--- config.mk ---
export PLATFORM = sky130hd
export DESIGN_NAME = gtu_timer_unit
export DESIGN_NICKNAME = d
export VERILOG_FILES = /design/src/design/gtu_pkg.sv /design/src/design/gtu_timer_unit.sv
export SDC_FILE = /design/constraint.sdc
export NUM_CORES = 1
export LEC_CHECK = 0
export BUFFER_PORTS_ARGS = -buffer_cell sky130_fd_sc_hd__buf_2
export CORE_MARGIN = 10
export CORE_UTILIZATION = 30
export CTS_CLUSTER_DIAMETER = 40
export DETAILED_ROUTE_END_ITERATION = 10
export GPL_TIMING_DRIVEN = 1
export MAX_ROUTING_LAYER = met4
export SYNTH_ARGS = -nofsm -noshare
export SYNTH_HDL_FRONTEND = slang
export SYNTH_SLANG_ARGS = --single-unit
--- constraint.sdc ---
create_clock -name clock -period 11.6 [get_ports clock]
set_input_delay 1.74 -clock clock [delete_from_list [all_inputs] [get_ports clock]]
set_output_delay 1.74 -clock clock [all_outputs]
set_load 0.005 [all_outputs]
--- src/design/gtu_pkg.sv ---
// constants, field layout and register map of the general timer unit
// assumes an apb master with 32-bit data and one clock domain
package gtu_pkg;

    // timer indices
    localparam int GTU_AUX_LOW = 0;
    localparam int GTU_CORE1 = 1;
    localparam int GTU_AUX_HIGH = 2;
    localparam int GTU_AUX2 = 3;
    localparam int GTU_CORE2 = 4;
    localparam int GTU_NTIM = 5;

    // apb byte addresses
    localparam logic [7:0] GTU_CTRL_BASE = 8'h00;
    localparam logic [7:0] GTU_CNT_BASE = 8'h14;
    localparam logic [7:0] GTU_CAPTURE_RELOAD_REGISTER_OFS = 8'h28;
    localparam logic [7:0] GTU_FLAGS_OFS = 8'h2c;
    localparam logic [7:0] GTU_STATUS_OFS = 8'h30;

    // control word fields
    localparam int GTU_PS_LSB = 0;
    localparam int GTU_MODE_LSB = 3;
    localparam int GTU_RUN = 5;
    localparam int GTU_DOWN = 6;
    localparam int GTU_EXTDIR = 7;
    localparam int GTU_EDGE_LSB = 8;
    localparam int GTU_GATE_LVL = 10;
    localparam int GTU_OUT_EN = 11;
    localparam int GTU_CHAIN = 14;
    // aux_low extra fields
    localparam int GTU_CR_EN = 12;
    localparam int GTU_CR_RELOAD = 13;
    localparam int GTU_REL_LATCH = 15;
    // core2 extra fields
    localparam int GTU_CAPTURE_RELOAD_REGISTER_REL = 12;
    localparam int GTU_CAPEDGE_LSB = 14;
    // aux2 extra fields
    localparam int GTU_CAP_CLR = 12;
    localparam int GTU_CAP_FIRST_CORE_COUNT_INPUT = 13;
    localparam int GTU_CAP_T3DIR = 15;

    // flag bits
    localparam int GTU_FL_CAP_LOW = 5;
    localparam int GTU_FL_CAPTURE_RELOAD_REGISTER = 6;

    // prescaler base shift: 4 cycles first module, 2 cycles second
    localparam int GTU_BASE_FIRST = 2;
    localparam int GTU_BASE_SECOND = 1;

    // pin vector positions
    localparam int GTU_P_LOW_IN = 0;
    localparam int GTU_P_LOW_DIR = 1;
    localparam int GTU_P_C1_IN = 2;
    localparam int GTU_P_C1_DIR = 3;
    localparam int GTU_P_AUX2_IN = 4;
    localparam int GTU_P_C2_IN = 5;
    localparam int GTU_P_C2_DIR = 6;
    localparam int GTU_P_CAPTURE_INPUT_PIN = 7;
    localparam int GTU_NPIN = 8;

    localparam int GTU_CNT_PIN [GTU_NTIM] = '{0, 2, 0, 4, 5};
    localparam int GTU_DIR_PIN [GTU_NTIM] = '{1, 3, 0, 0, 6};
    localparam logic [4:0] GTU_HAS_CNT = 5'h1b;
    localparam logic [4:0] GTU_HAS_DIR = 5'h13;

    localparam logic [15:0] GTU_RST16 = 16'h0000;
    localparam logic [15:0] GTU_MAX16 = 16'hffff;

    typedef enum logic [1:0] {
        GTU_TIMER = 2'b00,
        GTU_GATED = 2'b01,
        GTU_COUNTER = 2'b11,
        GTU_INCR = 2'b10
    } gtu_mode_t;

    typedef struct packed {
        logic [4:0][15:0] ctrl;
        logic [4:0][15:0] cnt;
        logic [15:0] capture_reload_register;
        logic [6:0] flags;
        logic tl1;
        logic tl1_old;
        logic tl2;
        logic tl2_old;
        logic out1;
        logic out2;
        logic ccclk;
        logic [15:0] pre;
        logic [7:0] s1;
        logic [7:0] s2;
        logic [7:0] s3;
        logic [7:0] filt;
        logic pready;
        logic pslverr;
        logic [31:0] prdata;
    } gtu_state_t;

endpackage

--- src/design/gtu_timer_unit.sv ---
// general purpose timer unit: two modules, five 16-bit timers, apb regs
// assumes pins are asynchronous; apb master on the same clock
//
// What this block does
// - five 16-bit timers in two modules
// - chaining only inside one module
// - first module modes: timer, gated, counter, incremental
// - timer mode counts prescaled system clock
// - counter mode counts selected input pin edges
// - gated mode counts only while gate active
// - first module fastest rate every 4 cycles
// - first module direction by software or pin
// - incremental mode tracks quadrature sensor position
// - core one toggles latch on over/underflow
// - low aux as capture/reload stops counting
// - capture core one into low aux
// - reload core one from low aux
// - high aux has internal sources only
// - second module fastest rate every 2 cycles
// - second module prescaled or external clocking
// - second module direction by software or pin
// - core two toggles its latch on wrap
// - core two wrap clocks array, reloads capture
// - capture_input_pin edge captures aux two, optional clear
// - capture also from core one inputs
// - aux two has no direction pin
`timescale 1ns/1ps

module gtu_timer_unit
    import gtu_pkg::*;
(
    // clock and reset
    input wire logic clock,
    input wire logic reset,
    // apb slave
    input wire logic psel,
    input wire logic penable,
    input wire logic pwrite,
    input wire logic [7:0] paddr,
    input wire logic [31:0] pwdata,
    output logic [31:0] prdata,
    output logic pready,
    output logic pslverr,
    // pins of the first module
    input wire logic aux_low_count_gate_input,
    input wire logic aux_low_direction_input,
    input wire logic first_core_count_input,
    input wire logic first_core_direction_input,
    // pins of the second module
    input wire logic aux_second_count_gate_input,
    input wire logic second_core_count_input,
    input wire logic second_core_direction_input,
    input wire logic capture_input_pin,
    // outputs
    output logic first_toggle_output_pin,
    output logic second_toggle_output_pin,
    output logic capture_compare_clock
);

    gtu_state_t st_q;
    gtu_state_t st_d;
    logic [7:0] pins;

    assign pins = {capture_input_pin, second_core_direction_input,
        second_core_count_input, aux_second_count_gate_input,
        first_core_direction_input, first_core_count_input,
        aux_low_direction_input, aux_low_count_gate_input};

    function automatic logic edge_hit(input logic [1:0] sel,
        input logic prev, input logic cur);
        edge_hit = (sel[0] & ~prev & cur) | (sel[1] & prev & ~cur);
    endfunction

    function automatic logic pre_tick(input logic [15:0] pre,
        input logic [2:0] ps, input int base);
        logic [15:0] mask;
        mask = 16'((32'h1 << (base + int'(ps))) - 1);
        pre_tick = (pre & mask) == mask;
    endfunction

    always_comb
    begin
        logic [7:0] fnew;
        logic [7:0] rise;
        logic [7:0] fall;
        logic [4:0] ev;
        logic [4:0] dn;
        logic [4:0] ovf;
        logic [6:0] set;
        logic [6:0] clr;
        logic tick;
        logic gate;
        logic srcp;
        logic srcn;
        logic a;
        logic b;
        logic qa;
        logic qb;
        logic [1:0] esel;
        logic [15:0] ci;
        logic rel_ev;
        logic cap_ev;
        logic wr;
        logic rd;
        logic [7:0] idx;
        gtu_mode_t md;
        fnew = 8'h00;
        rise = 8'h00;
        fall = 8'h00;
        tick = 1'b0;
        gate = 1'b0;
        srcp = 1'b0;
        srcn = 1'b0;
        a = 1'b0;
        b = 1'b0;
        qa = 1'b0;
        qb = 1'b0;
        esel = 2'b00;
        ci = 16'h0000;
        rel_ev = 1'b0;
        cap_ev = 1'b0;
        wr = 1'b0;
        rd = 1'b0;
        md = GTU_TIMER;
        st_d = st_q;
        set = 7'h00;
        clr = 7'h00;
        ev = 5'h00;
        dn = 5'h00;
        ovf = 5'h00;
        // three stage sync, change taken when stages two and three agree
        st_d.s1 = pins;
        st_d.s2 = st_q.s1;
        st_d.s3 = st_q.s2;
        fnew = st_q.filt;
        for (int p = 0; p < GTU_NPIN; p++)
        begin
            if (st_q.s2[p] == st_q.s3[p])
                fnew[p] = st_q.s2[p];
        end
        st_d.filt = fnew;
        rise = fnew & ~st_q.filt;
        fall = ~fnew & st_q.filt;
        st_d.pre = st_q.pre + 16'h0001;
        st_d.tl1_old = st_q.tl1;
        st_d.tl2_old = st_q.tl2;
        // count events and direction per timer
        for (int i = 0; i < GTU_NTIM; i++)
        begin
            md = gtu_mode_t'(st_q.ctrl[i][GTU_MODE_LSB +: 2]);
            esel = st_q.ctrl[i][GTU_EDGE_LSB +: 2];
            tick = pre_tick(st_q.pre, st_q.ctrl[i][GTU_PS_LSB +: 3],
                (i < GTU_AUX2) ? GTU_BASE_FIRST : GTU_BASE_SECOND);
            // chained aux timers see the latch of their own module
            if (st_q.ctrl[i][GTU_CHAIN] && i != GTU_CORE1 && i != GTU_CORE2)
            begin
                srcp = (i == GTU_AUX2) ? st_q.tl2_old : st_q.tl1_old;
                srcn = (i == GTU_AUX2) ? st_q.tl2 : st_q.tl1;
            end
            else if (GTU_HAS_CNT[i])
            begin
                srcp = st_q.filt[GTU_CNT_PIN[i]];
                srcn = fnew[GTU_CNT_PIN[i]];
            end
            else
            begin
                srcp = st_q.tl1_old;
                srcn = st_q.tl1;
            end
            gate = srcn == st_q.ctrl[i][GTU_GATE_LVL];
            dn[i] = st_q.ctrl[i][GTU_DOWN];
            if (GTU_HAS_DIR[i] && st_q.ctrl[i][GTU_EXTDIR])
                dn[i] = dn[i] ^ fnew[GTU_DIR_PIN[i]];
            unique case (md)
                GTU_TIMER: ev[i] = tick;
                GTU_GATED: ev[i] = tick & gate;
                GTU_COUNTER: ev[i] = edge_hit(esel, srcp, srcn);
                GTU_INCR:
                begin
                    // quadrature on count and direction pins
                    if (i == GTU_AUX_LOW || i == GTU_CORE1)
                    begin
                        a = fnew[GTU_CNT_PIN[i]];
                        b = fnew[GTU_DIR_PIN[i]];
                        qa = rise[GTU_CNT_PIN[i]] | fall[GTU_CNT_PIN[i]];
                        qb = rise[GTU_DIR_PIN[i]] | fall[GTU_DIR_PIN[i]];
                        ev[i] = (qa & esel[0]) | (qb & esel[1]);
                        dn[i] = qa ? (a == b) : (a != b);
                        dn[i] = dn[i] ^ st_q.ctrl[i][GTU_DOWN];
                    end
                    else
                        ev[i] = 1'b0;
                end
            endcase
            ev[i] = ev[i] & st_q.ctrl[i][GTU_RUN];
        end
        // low aux used as capture or reload register is stopped
        if (st_q.ctrl[GTU_AUX_LOW][GTU_CR_EN])
            ev[GTU_AUX_LOW] = 1'b0;
        // advance, wrap modulo 2^16 and flag
        for (int i = 0; i < GTU_NTIM; i++)
        begin
            ci = st_q.cnt[i];
            ovf[i] = ev[i] & (dn[i] ? (ci == GTU_RST16) : (ci == GTU_MAX16));
            if (ev[i])
                st_d.cnt[i] = dn[i] ? ci - 16'h0001 : ci + 16'h0001;
            set[i] = ovf[i];
        end
        if (ovf[GTU_CORE1])
            st_d.tl1 = ~st_q.tl1;
        if (ovf[GTU_CORE2])
        begin
            st_d.tl2 = ~st_q.tl2;
            if (st_q.ctrl[GTU_CORE2][GTU_CAPTURE_RELOAD_REGISTER_REL])
                st_d.cnt[GTU_CORE2] = st_q.capture_reload_register;
        end
        st_d.ccclk = ovf[GTU_CORE2];
        // capture / reload with the low aux timer
        esel = st_q.ctrl[GTU_AUX_LOW][GTU_EDGE_LSB +: 2];
        if (st_q.ctrl[GTU_AUX_LOW][GTU_CR_EN])
        begin
            if (!st_q.ctrl[GTU_AUX_LOW][GTU_CR_RELOAD])
            begin
                if (edge_hit(esel, st_q.filt[GTU_P_LOW_IN],
                    fnew[GTU_P_LOW_IN]))
                begin
                    st_d.cnt[GTU_AUX_LOW] = st_q.cnt[GTU_CORE1];
                    set[GTU_FL_CAP_LOW] = 1'b1;
                end
            end
            else
            begin
                if (st_q.ctrl[GTU_AUX_LOW][GTU_REL_LATCH])
                    rel_ev = edge_hit(esel, st_q.tl1_old, st_q.tl1);
                else
                    rel_ev = edge_hit(esel, st_q.filt[GTU_P_LOW_IN],
                        fnew[GTU_P_LOW_IN]);
                if (rel_ev)
                    st_d.cnt[GTU_CORE1] = st_q.cnt[GTU_AUX_LOW];
            end
        end
        // capture of aux two into the capture/reload register
        cap_ev = edge_hit(st_q.ctrl[GTU_CORE2][GTU_CAPEDGE_LSB +: 2],
            st_q.filt[GTU_P_CAPTURE_INPUT_PIN], fnew[GTU_P_CAPTURE_INPUT_PIN]);
        if (st_q.ctrl[GTU_AUX2][GTU_CAP_FIRST_CORE_COUNT_INPUT])
            cap_ev = cap_ev | rise[GTU_P_C1_IN] | fall[GTU_P_C1_IN];
        if (st_q.ctrl[GTU_AUX2][GTU_CAP_T3DIR])
            cap_ev = cap_ev | rise[GTU_P_C1_DIR] | fall[GTU_P_C1_DIR];
        if (cap_ev)
        begin
            st_d.capture_reload_register = st_q.cnt[GTU_AUX2];
            set[GTU_FL_CAPTURE_RELOAD_REGISTER] = 1'b1;
            if (st_q.ctrl[GTU_AUX2][GTU_CAP_CLR])
                st_d.cnt[GTU_AUX2] = GTU_RST16;
        end
        // apb: data sampled one cycle into access, write on pready edge
        rd = psel & penable & ~st_q.pready;
        wr = psel & penable & st_q.pready & pwrite;
        st_d.pready = rd;
        // error flag stands only beside the ready pulse
        st_d.pslverr = 1'b0;
        idx = 8'h00;
        if (rd)
        begin
            st_d.pslverr = 1'b0;
            st_d.prdata = 32'h0000_0000;
            if (paddr[1:0] != 2'b00)
                st_d.pslverr = 1'b1;
            else if (paddr < GTU_CNT_BASE)
            begin
                idx = (paddr - GTU_CTRL_BASE) >> 2;
                st_d.prdata = {16'h0000, st_q.ctrl[idx[2:0]]};
            end
            else if (paddr < GTU_CAPTURE_RELOAD_REGISTER_OFS)
            begin
                idx = (paddr - GTU_CNT_BASE) >> 2;
                st_d.prdata = {16'h0000, st_q.cnt[idx[2:0]]};
            end
            else if (paddr == GTU_CAPTURE_RELOAD_REGISTER_OFS)
                st_d.prdata = {16'h0000, st_q.capture_reload_register};
            else if (paddr == GTU_FLAGS_OFS)
                st_d.prdata = {25'h0000000, st_q.flags};
            else if (paddr == GTU_STATUS_OFS)
                st_d.prdata = {22'h000000, st_q.tl2, st_q.tl1, st_q.filt};
            else
                st_d.pslverr = 1'b1;
        end
        if (wr && !st_q.pslverr)
        begin
            if (paddr < GTU_CNT_BASE)
            begin
                idx = (paddr - GTU_CTRL_BASE) >> 2;
                st_d.ctrl[idx[2:0]] = pwdata[15:0];
            end
            else if (paddr < GTU_CAPTURE_RELOAD_REGISTER_OFS)
            begin
                idx = (paddr - GTU_CNT_BASE) >> 2;
                st_d.cnt[idx[2:0]] = pwdata[15:0];
            end
            else if (paddr == GTU_CAPTURE_RELOAD_REGISTER_OFS)
                st_d.capture_reload_register = pwdata[15:0];
            else if (paddr == GTU_FLAGS_OFS)
                clr = pwdata[6:0];
        end
        // hardware set wins over software clear
        st_d.flags = (st_q.flags & ~clr) | set;
        st_d.out1 = st_d.tl1 & st_q.ctrl[GTU_CORE1][GTU_OUT_EN];
        st_d.out2 = st_d.tl2 & st_q.ctrl[GTU_CORE2][GTU_OUT_EN];
    end

    always_ff @(posedge clock or posedge reset)
    begin
        if (reset)
            st_q <= '0;
        else
            st_q <= st_d;
    end

    assign prdata = st_q.prdata;
    assign pready = st_q.pready;
    assign pslverr = st_q.pslverr;
    assign first_toggle_output_pin = st_q.out1;
    assign second_toggle_output_pin = st_q.out2;
    assign capture_compare_clock = st_q.ccclk;

endmodule // gtu_timer_unit

== Yosys cells after proc, flatten, opt, wreduce, memory -nomap -nowiden ==
Cells that the tools add are included.
Cells by class
  $add $sub $neg: 22
  bitwise logic cells: 108
  multiplexer cells: 94
  shift-type cells: 5
  magnitude comparators: 6
  eq/ne operators: 45
  reductions and logical operators: 16
Operators by type and width (number)
  $mux 16: 29
  $mux 96: 2
  $bwmux 80: 2
  $sub 16x1->16 const B: 10
  $add 16x1->16 const B: 6
  $bmux 16 s3: 2
  $demux 16 s3: 2
  $and 16x16->16: 5
  $eq 16x16->1: 5
  $eq 16x16->1 const B: 5
  $logic_not 16->1: 5
  $mux 80: 1
  $shl 1x4->16 const A: 5
  $and 1x1->1: 57
  $mux 1: 42
  $mux 7: 5
  $mux 33: 1
  $mux 32: 1
  $eq 8x6->1 const B: 3
  $eq 2x2->1 const B: 10
  $mux 10: 2
  $pmux 1 s4: 5
  $or 1x1->1: 18
  $not 1->1: 16
  other kinds (21): 57
Storage, ports and cells
  word-level logic and storage cells: 323
  register bits after elaboration: 272
  input bits: 53
  output and inout bits: 37

== Depth between registers and ports, before layout ==
Gate-level depths: netlist (run 1).
  depth after elaboration: 18
  mapped depth: 17
  depth with buffers taken out: 16

== Least setup slack after synthesis (run 1) ==
No wires, ideal clock.
  path type: flip-flop to flip-flop
  start: register st_q[36] (netlist bit)
  end: register st_q[143] (netlist bit)
  buffers on the path: 0
  required time: 11.474 ns
  arrival time: 4.270 ns
  period minus slack after synthesis: 4.396 ns
  setup time: 0.126 ns
  path slack: 7.204 ns
  stages on the path, launching flop included: 17
  path through: dfrtp_1 > maj3_1 > ha_1 > xnor2_1 > xnor2_1 > o32a_1 > xnor2_2 > ha_1 > o21ai_0 > o21a_1 > or4_1 > a31oi_1 > o21a_1 > o21ai_0 > o311ai_1 > xnor2_1 > a221o_1
RTL lines
  start, declared: line gtu_timer_unit.sv:60  | gtu_state_t st_q;
  start signal, assigned: line gtu_timer_unit.sv:316  | st_q <= st_d;

==> metrics.csv, run 1 <==
metric,value,unit
largest net degree at the start of global routing,124,
Final Hold Viols,0,
Final Cycle Share,45.86,%
Gate power share,14.3,%
worst reg2reg startpoint,st_q[36],
most frequent cell after synthesis,dfrtp_1,
DP HPWL,43760,µm
H-tree depth,2,
FF+latch area,6381,µm²
Remaining DRCs,0,
Max IR drop VDD,0.00008317,V
Antenna Nets Post-Route,0,
GR Util met2,25.71,%
GRT met1 Usage,23.47,%
cts bufs inserted,44,
Slew headroom,15.77,%
multi-input combinational cell area,10710,µm²
core area,59130,µm²
drt pass-1 iters,8,
Post-CTS Hold Fix Bufs,0,
P per Cell Area,130.5,nW/µm²
CTS tree,yes,
gr usage total,17.54,%
met3 layer usage reported by global route,3.157,%
synth warn,0,
initial antenna violation count,11,
Post-Synthesis Cell Area,17920,µm²
Yosys cell types,83,
setup_tns,0,ns
Starting DRT DRC Count,1700,
Final Cell Area,20210,µm²
outcome,completed,
Critical Path End Type,flip-flop,
Area contributors post-synth,"dfrtp_1 (36%), ha_1 (6.8%), a21oi_1 (5.1%)",
"Reg clk slew, reported paths",0.06,ns
switch share,29.07,%
Yosys top cell area share,35.61,%
final WL,61410,µm
critical path class,flip-flop to flip-flop,
die outline area,69900,µm²
dpl cell area,18750,µm²
clock skew,0.03407,ns
share of cells above drive strength 1,13.40,%
unrepaired setup endpoints after global routing,false,
"Arr. time, crit path",5.81,ns
busiest grt layer,met2,
Post-CTS Setup Inserts,0,
flop and latch count out of synthesis,255,
Synth top cells by count,"dfrtp_1 (255), a21oi_1 (184), nand2_1 (176)",
leakage,9.043,nW
worst hold-check path type,flip-flop to flip-flop,
area grow syn2layout,12.81,%
MaxCap Viol Count,0,
number of synthesized flops with an enable pin,0,
die width,264.4,µm
maximum clock rate,0.1880,GHz
Reg power frac,37.3,%
vias in the first global route,15310,
FF-to-FF setup slack,6.28,ns
top_reg_cell synth,dfrtp_1,
critical path required time,12.09,ns
startpoint types,flip-flop,
gpl congestion,0.9385,
grt total ovfl,0,
Fillers,5922,
Cells after DPL,2702,
"Slew Viols, Final",0,
count of buffers from port buffering,57,
# setup viols final,0,
worst hold path stage count,0,
DR WL/cell,22.04,µm
nets,2131,
clk buf depth,3,
Min Hold Slack,0.3488,ns
clock sinks,255,
HP Start,st_d[52],
vias per std cell,5.663,
worst-path fanout max,19,
syn avg cell area,9.022,µm²
proportion of synthesized chip area in sequential cells,35.61,%
Clock power frac,48.4,%
clock latency on the worst-skew pair,0.57,ns
Worst-Margin Slew,1.263,ns
first-pass GRT wire length,93980,µm
min Tclk post-route,5.320,ns
DIE HEIGHT,264.4,µm
net switching power,0.7671,mW
vias,15780,
Post-Layout Cell Count,2786,
cells after synthesis,1986,
Hold EP,st_d[44],
Int Pwr,1.872,mW
Worst R2R End,st_q[142],
FF-to-FF path depth,15,
I/O pin total,90,
async set-or-reset flop fraction in the synthesized netlist,100.0,%
Row Count,89,
CTS resizes,0,
Initial Utilization,30.30,%
clock root cell,clkbuf_16,
largest area contributor in the netlist,dfrtp_1,
worst max-delay path, cell delays in order, from the launching register on:
cell      delay (ns)
dfrtp_1         0.46
maj3_1          0.47
ha_1            0.34
xnor2_1         0.19
xnor2_1         0.08
o32a_1          0.34
xnor2_2         0.87
ha_1            0.44
a21o_1          0.20
a21oi_1         0.28
o21ai_0         0.19
a21boi_0        0.32
o21ai_0         0.23
o311ai_0        0.50
mux2i_1         0.14
a21oi_1         0.17
power groups by stage:
| stage | clock network [mW] | logic, mW | registers [mW] |
|---|---|---|---|
| 3_3_place_gp | 0 | 0.359 | 0.995 |
| 3_5_place_dp | 0 | 0.369 | 0.996 |
| 6_report | 1.28 | 0.378 | 0.983 |
| 2_1_floorplan | 0 | 0.282 | 0.966 |
| 4_1_cts | 1.30 | 0.374 | 0.981 |
| 5_1_grt | 1.34 | 0.416 | 0.986 |
worst max-delay path by stage:
stage	start	to	depth (start not counted)
final	st_q[36]	st_q[142]	15
after global routing	st_q[36]	st_q[142]	15
after global placement	paddr[2]	st_q[191]	14
after detailed placement	paddr[2]	st_q[191]	14
after floorplan	reset	capture_compare_clock	1
after CTS	st_q[36]	st_q[142]	15
flip-flops by register name, summed over array words and instances, names as in the netlist:
register	cells
st_q	216
st_d	18
prdata	16
capture_compare_clock	1
first_toggle_output_pin	1
pready	1
pslverr	1
second_toggle_output_pin	1
through the flow:
step / power (mW) / utilization [%] / setup WS (ns)
floorplan: 1.249 / - / 2.847
global placement: 1.354 / 31.71 / 5.999
detailed placement: 1.365 / 31.71 / 5.943
CTS: 2.655 / 34.16 / 6.327
global route: 2.738 / 34.18 / 5.966
finish: 2.639 / 34.18 / 6.280
cell usage in the layout (no fill, tap or decap), types with 57 or more instances in the layout:
cell type,count
a21oi_1,184
inv_1,62
buf_2,57
xnor2_1,64
nand2_1,176
mux2_2,76
ha_1,98
dfrtp_1,255
o21ai_0,126
mux2i_1,72
nor2_1,133
final cells by class:
class                   instances  area share (%)
inverters                      65           1.244
well taps                     773           4.785
flip-flops and latches        255           31.57
repair buffers                 78           2.191
clock buffers                  55           6.103
diodes                          6         0.07428
multi-input cells            1531           52.98
clock inverters                23           1.052
logic make-up after synthesis:
| group | after synthesis | share of synthesized area [%] |
|---|---|---|
| other | 2 | 0.04191 |
| AOI/OAI and AO/OA | 577 | 20.54 |
| muxes | 161 | 10.43 |
| adders and majority gates | 110 | 7.793 |
| xor gates and xnor gates | 103 | 5.077 |
| buffers and inverters | 216 | 5.328 |
| and+or+nand+nor | 562 | 15.18 |
| DFF | 255 | 35.61 |
metal layers:
metal / share of wire [%] / wire (µm) / vias to the layer above
met5: 0 / 0 / -
met2: 44 / 26790 / 682
met1: 45 / 27370 / 7732
met4: 3.7 / 2250 / 0
li1: - / - / 7250
met3: 8.1 / 5004 / 114
No activity file was read; power rests on OpenSTA's default activity.
==> inputs of run 2 (changes only) <==
==> constraint.sdc (replaced) <==
create_clock -name clock -period 4.6 [get_ports clock]
set_input_delay 0.69 -clock clock [delete_from_list [all_inputs] [get_ports clock]]
set_output_delay 0.69 -clock clock [all_outputs]
set_load 0.005 [all_outputs]
==> run 2 against run 1 <==
Clock-buffer cell count down 2; cell area up 1.9%; via count up 1.1%; sequential power rose to 2.5 times the previous value; global-route usage up 0.094 points; flip-flop and latch count unchanged; first-iteration DRC count down 3.8%; clock power rose to 2.9 times the previous value; combinational power rose to 2.6 times the previous value; critical path depth up 2; critical endpoint is now st_q[143]; largest cell class unchanged; highest routed layer unchanged.
==> metrics.csv, run 2 (synthesis gave the netlist of run 1 again) <==
metric,value,unit
outcome,completed,
Min Hold Slack,0.04911,ns
"Arr. time, crit path",4.85,ns
DP HPWL,44270,µm
DIE HEIGHT,264.4,µm
drt pass-1 iters,6,
Slew headroom,24.54,%
vias in the first global route,15350,
startpoint types,flip-flop,
clock sinks,255,
"Reg clk slew, reported paths",0.06,ns
"commonest non-fill, non-tap cell in the layout",dfrtp_1,
CTS tree,yes,
max FFs per register,216,
unrepaired setup endpoints after global routing,false,
setup ws final,0.2055,ns
DR WL/cell,22.11,µm
initial antenna violation count,4,
Critical Path End Type,flip-flop,
worst reg2reg startpoint,st_d[44],
Final Cell Area,20590,µm²
CP endpoint,st_q[143],
share of cells above drive strength 1,14.66,%
Post-CTS Hold Fix Bufs,0,
dpl cell area,18900,µm²
I/O pin total,90,
clock latency on the worst-skew pair,0.60,ns
vias per std cell,5.682,
Max IR drop VDD,0.0002173,V
gr usage total,17.63,%
vias,15950,
Final Cycle Share,95.53,%
MaxCap Viol Count,0,
Initial Utilization,30.30,%
crit path launch,st_d[44],
worst hold-check path type,input pin to asynchronous set/reset pin,
Final Hold Viols,0,
Starting DRT DRC Count,1635,
final WL,62050,µm
most frequent cells in the layout,"dfrtp_1 (255), a21oi_1 (184), nand2_1 (176)",
count of buffers from port buffering,57,
critical path required time,5.06,ns
nets,2151,
Row Count,89,
setup_tns,0,ns
FF-to-FF path depth,17,
Worst R2R End,st_q[143],
leakage,9.226,nW
Fillers,5947,
Biggest register,st_q,
cts bufs inserted,47,
H-tree depth,2,
gpl congestion,0.9505,
Remaining DRCs,0,
"Slew Viols, Final",0,
FF+latch area,6381,µm²
DP Worst Slack,0.2548,ns
Post-Layout Cell Count,2807,
largest net degree at the start of global routing,148,
maximum clock rate,0.2276,GHz
Antenna Nets Post-Route,0,
multi-input combinational cell area,10710,µm²
die width,264.4,µm
P per Cell Area,346.8,nW/µm²
core area,59130,µm²
clock skew,0.03119,ns
critical path class,flip-flop to flip-flop,
clk buf depth,3,
worst-path fanout max,19,
Worst-Margin Slew,1.132,ns
min Tclk post-route,4.394,ns
# setup viols final,0,
grt total ovfl,0,
area grow syn2layout,14.91,%
die outline area,69900,µm²
clock root cell,clkbuf_16,
first-pass GRT wire length,94280,µm
FF-to-FF setup slack,0.21,ns
Cells after DPL,2719,
-- run 2: per-stage QoR --
stage | utilization, % | total power [mW]
floorplan | - | 3.150
global placement | 31.97 | 3.458
detailed placement | 31.97 | 3.483
CTS | 34.81 | 7.174
global route | 34.82 | 7.385
finish | 34.82 | 7.141
-- run 2: worst max-delay path, cell delays in order, from the launching register on --
cell and delay [ns]:
dfrtp_1 0.41, maj3_1 0.39, ha_1 0.32, xnor2_1 0.20, xnor2_1 0.09, o32a_1 0.33, xnor2_2 0.16, buf_12 0.16
ha_1 0.34, o21ai_0 0.13, o21a_1 0.21, or4_1 0.57, a31oi_2 0.18, o21a_1 0.16, o21ai_0 0.09, o311ai_1 0.11
xnor2_1 0.10, a221o_1 0.30
-- run 2: worst min-delay path by stage --
| stage | startpoint | to | slack [ns] |
|---|---|---|---|
| floorplan | st_d[50] | st_d[42] | 0.33 |
| global placement | st_d[54] | st_d[46] | 0.34 |
| detailed placement | st_d[52] | st_d[44] | 0.33 |
| CTS | reset | second_toggle_output_pin | 0.04 |
| global route | reset | pready | 0.07 |
| finish | reset | second_toggle_output_pin | 0.05 |
-- run 2: area by class of cell --
type | count | share of cell area, %
Sequential cell | 255 | 30.99
Timing Repair Buffer | 95 | 2.953
Multi-Input combinational cell | 1531 | 52.00
Clock inverter | 34 | 2.072
Clock buffer | 53 | 6.071
Inverter | 65 | 1.203
Antenna cell | 1 | 0.01215
Tap cell | 773 | 4.697
-- run 2: timing repair --
item / CTS / global route
resized for setup: 0 / 3
endpoints found under the setup margin: 0 / 3
setup buffers: 0 / 0
-- run 2: report_power, final --
part           internal, mW  total, mW  switching, mW
clock network          2.26       3.67           1.41
logic                 0.394      0.994          0.600
registers              2.33       2.48          0.147
total                  4.98       7.14           2.16
-- run 2: layer usage --
metal | track usage [%] | wire length (µm) | up-vias
met1 | 23.38 | 27720 | 7872
li1 | - | - | 7262
met5 | - | 0 | -
met2 | 26.36 | 27160 | 676
met4 | 7.361 | 2550 | 0
met3 | 2.833 | 4618 | 138
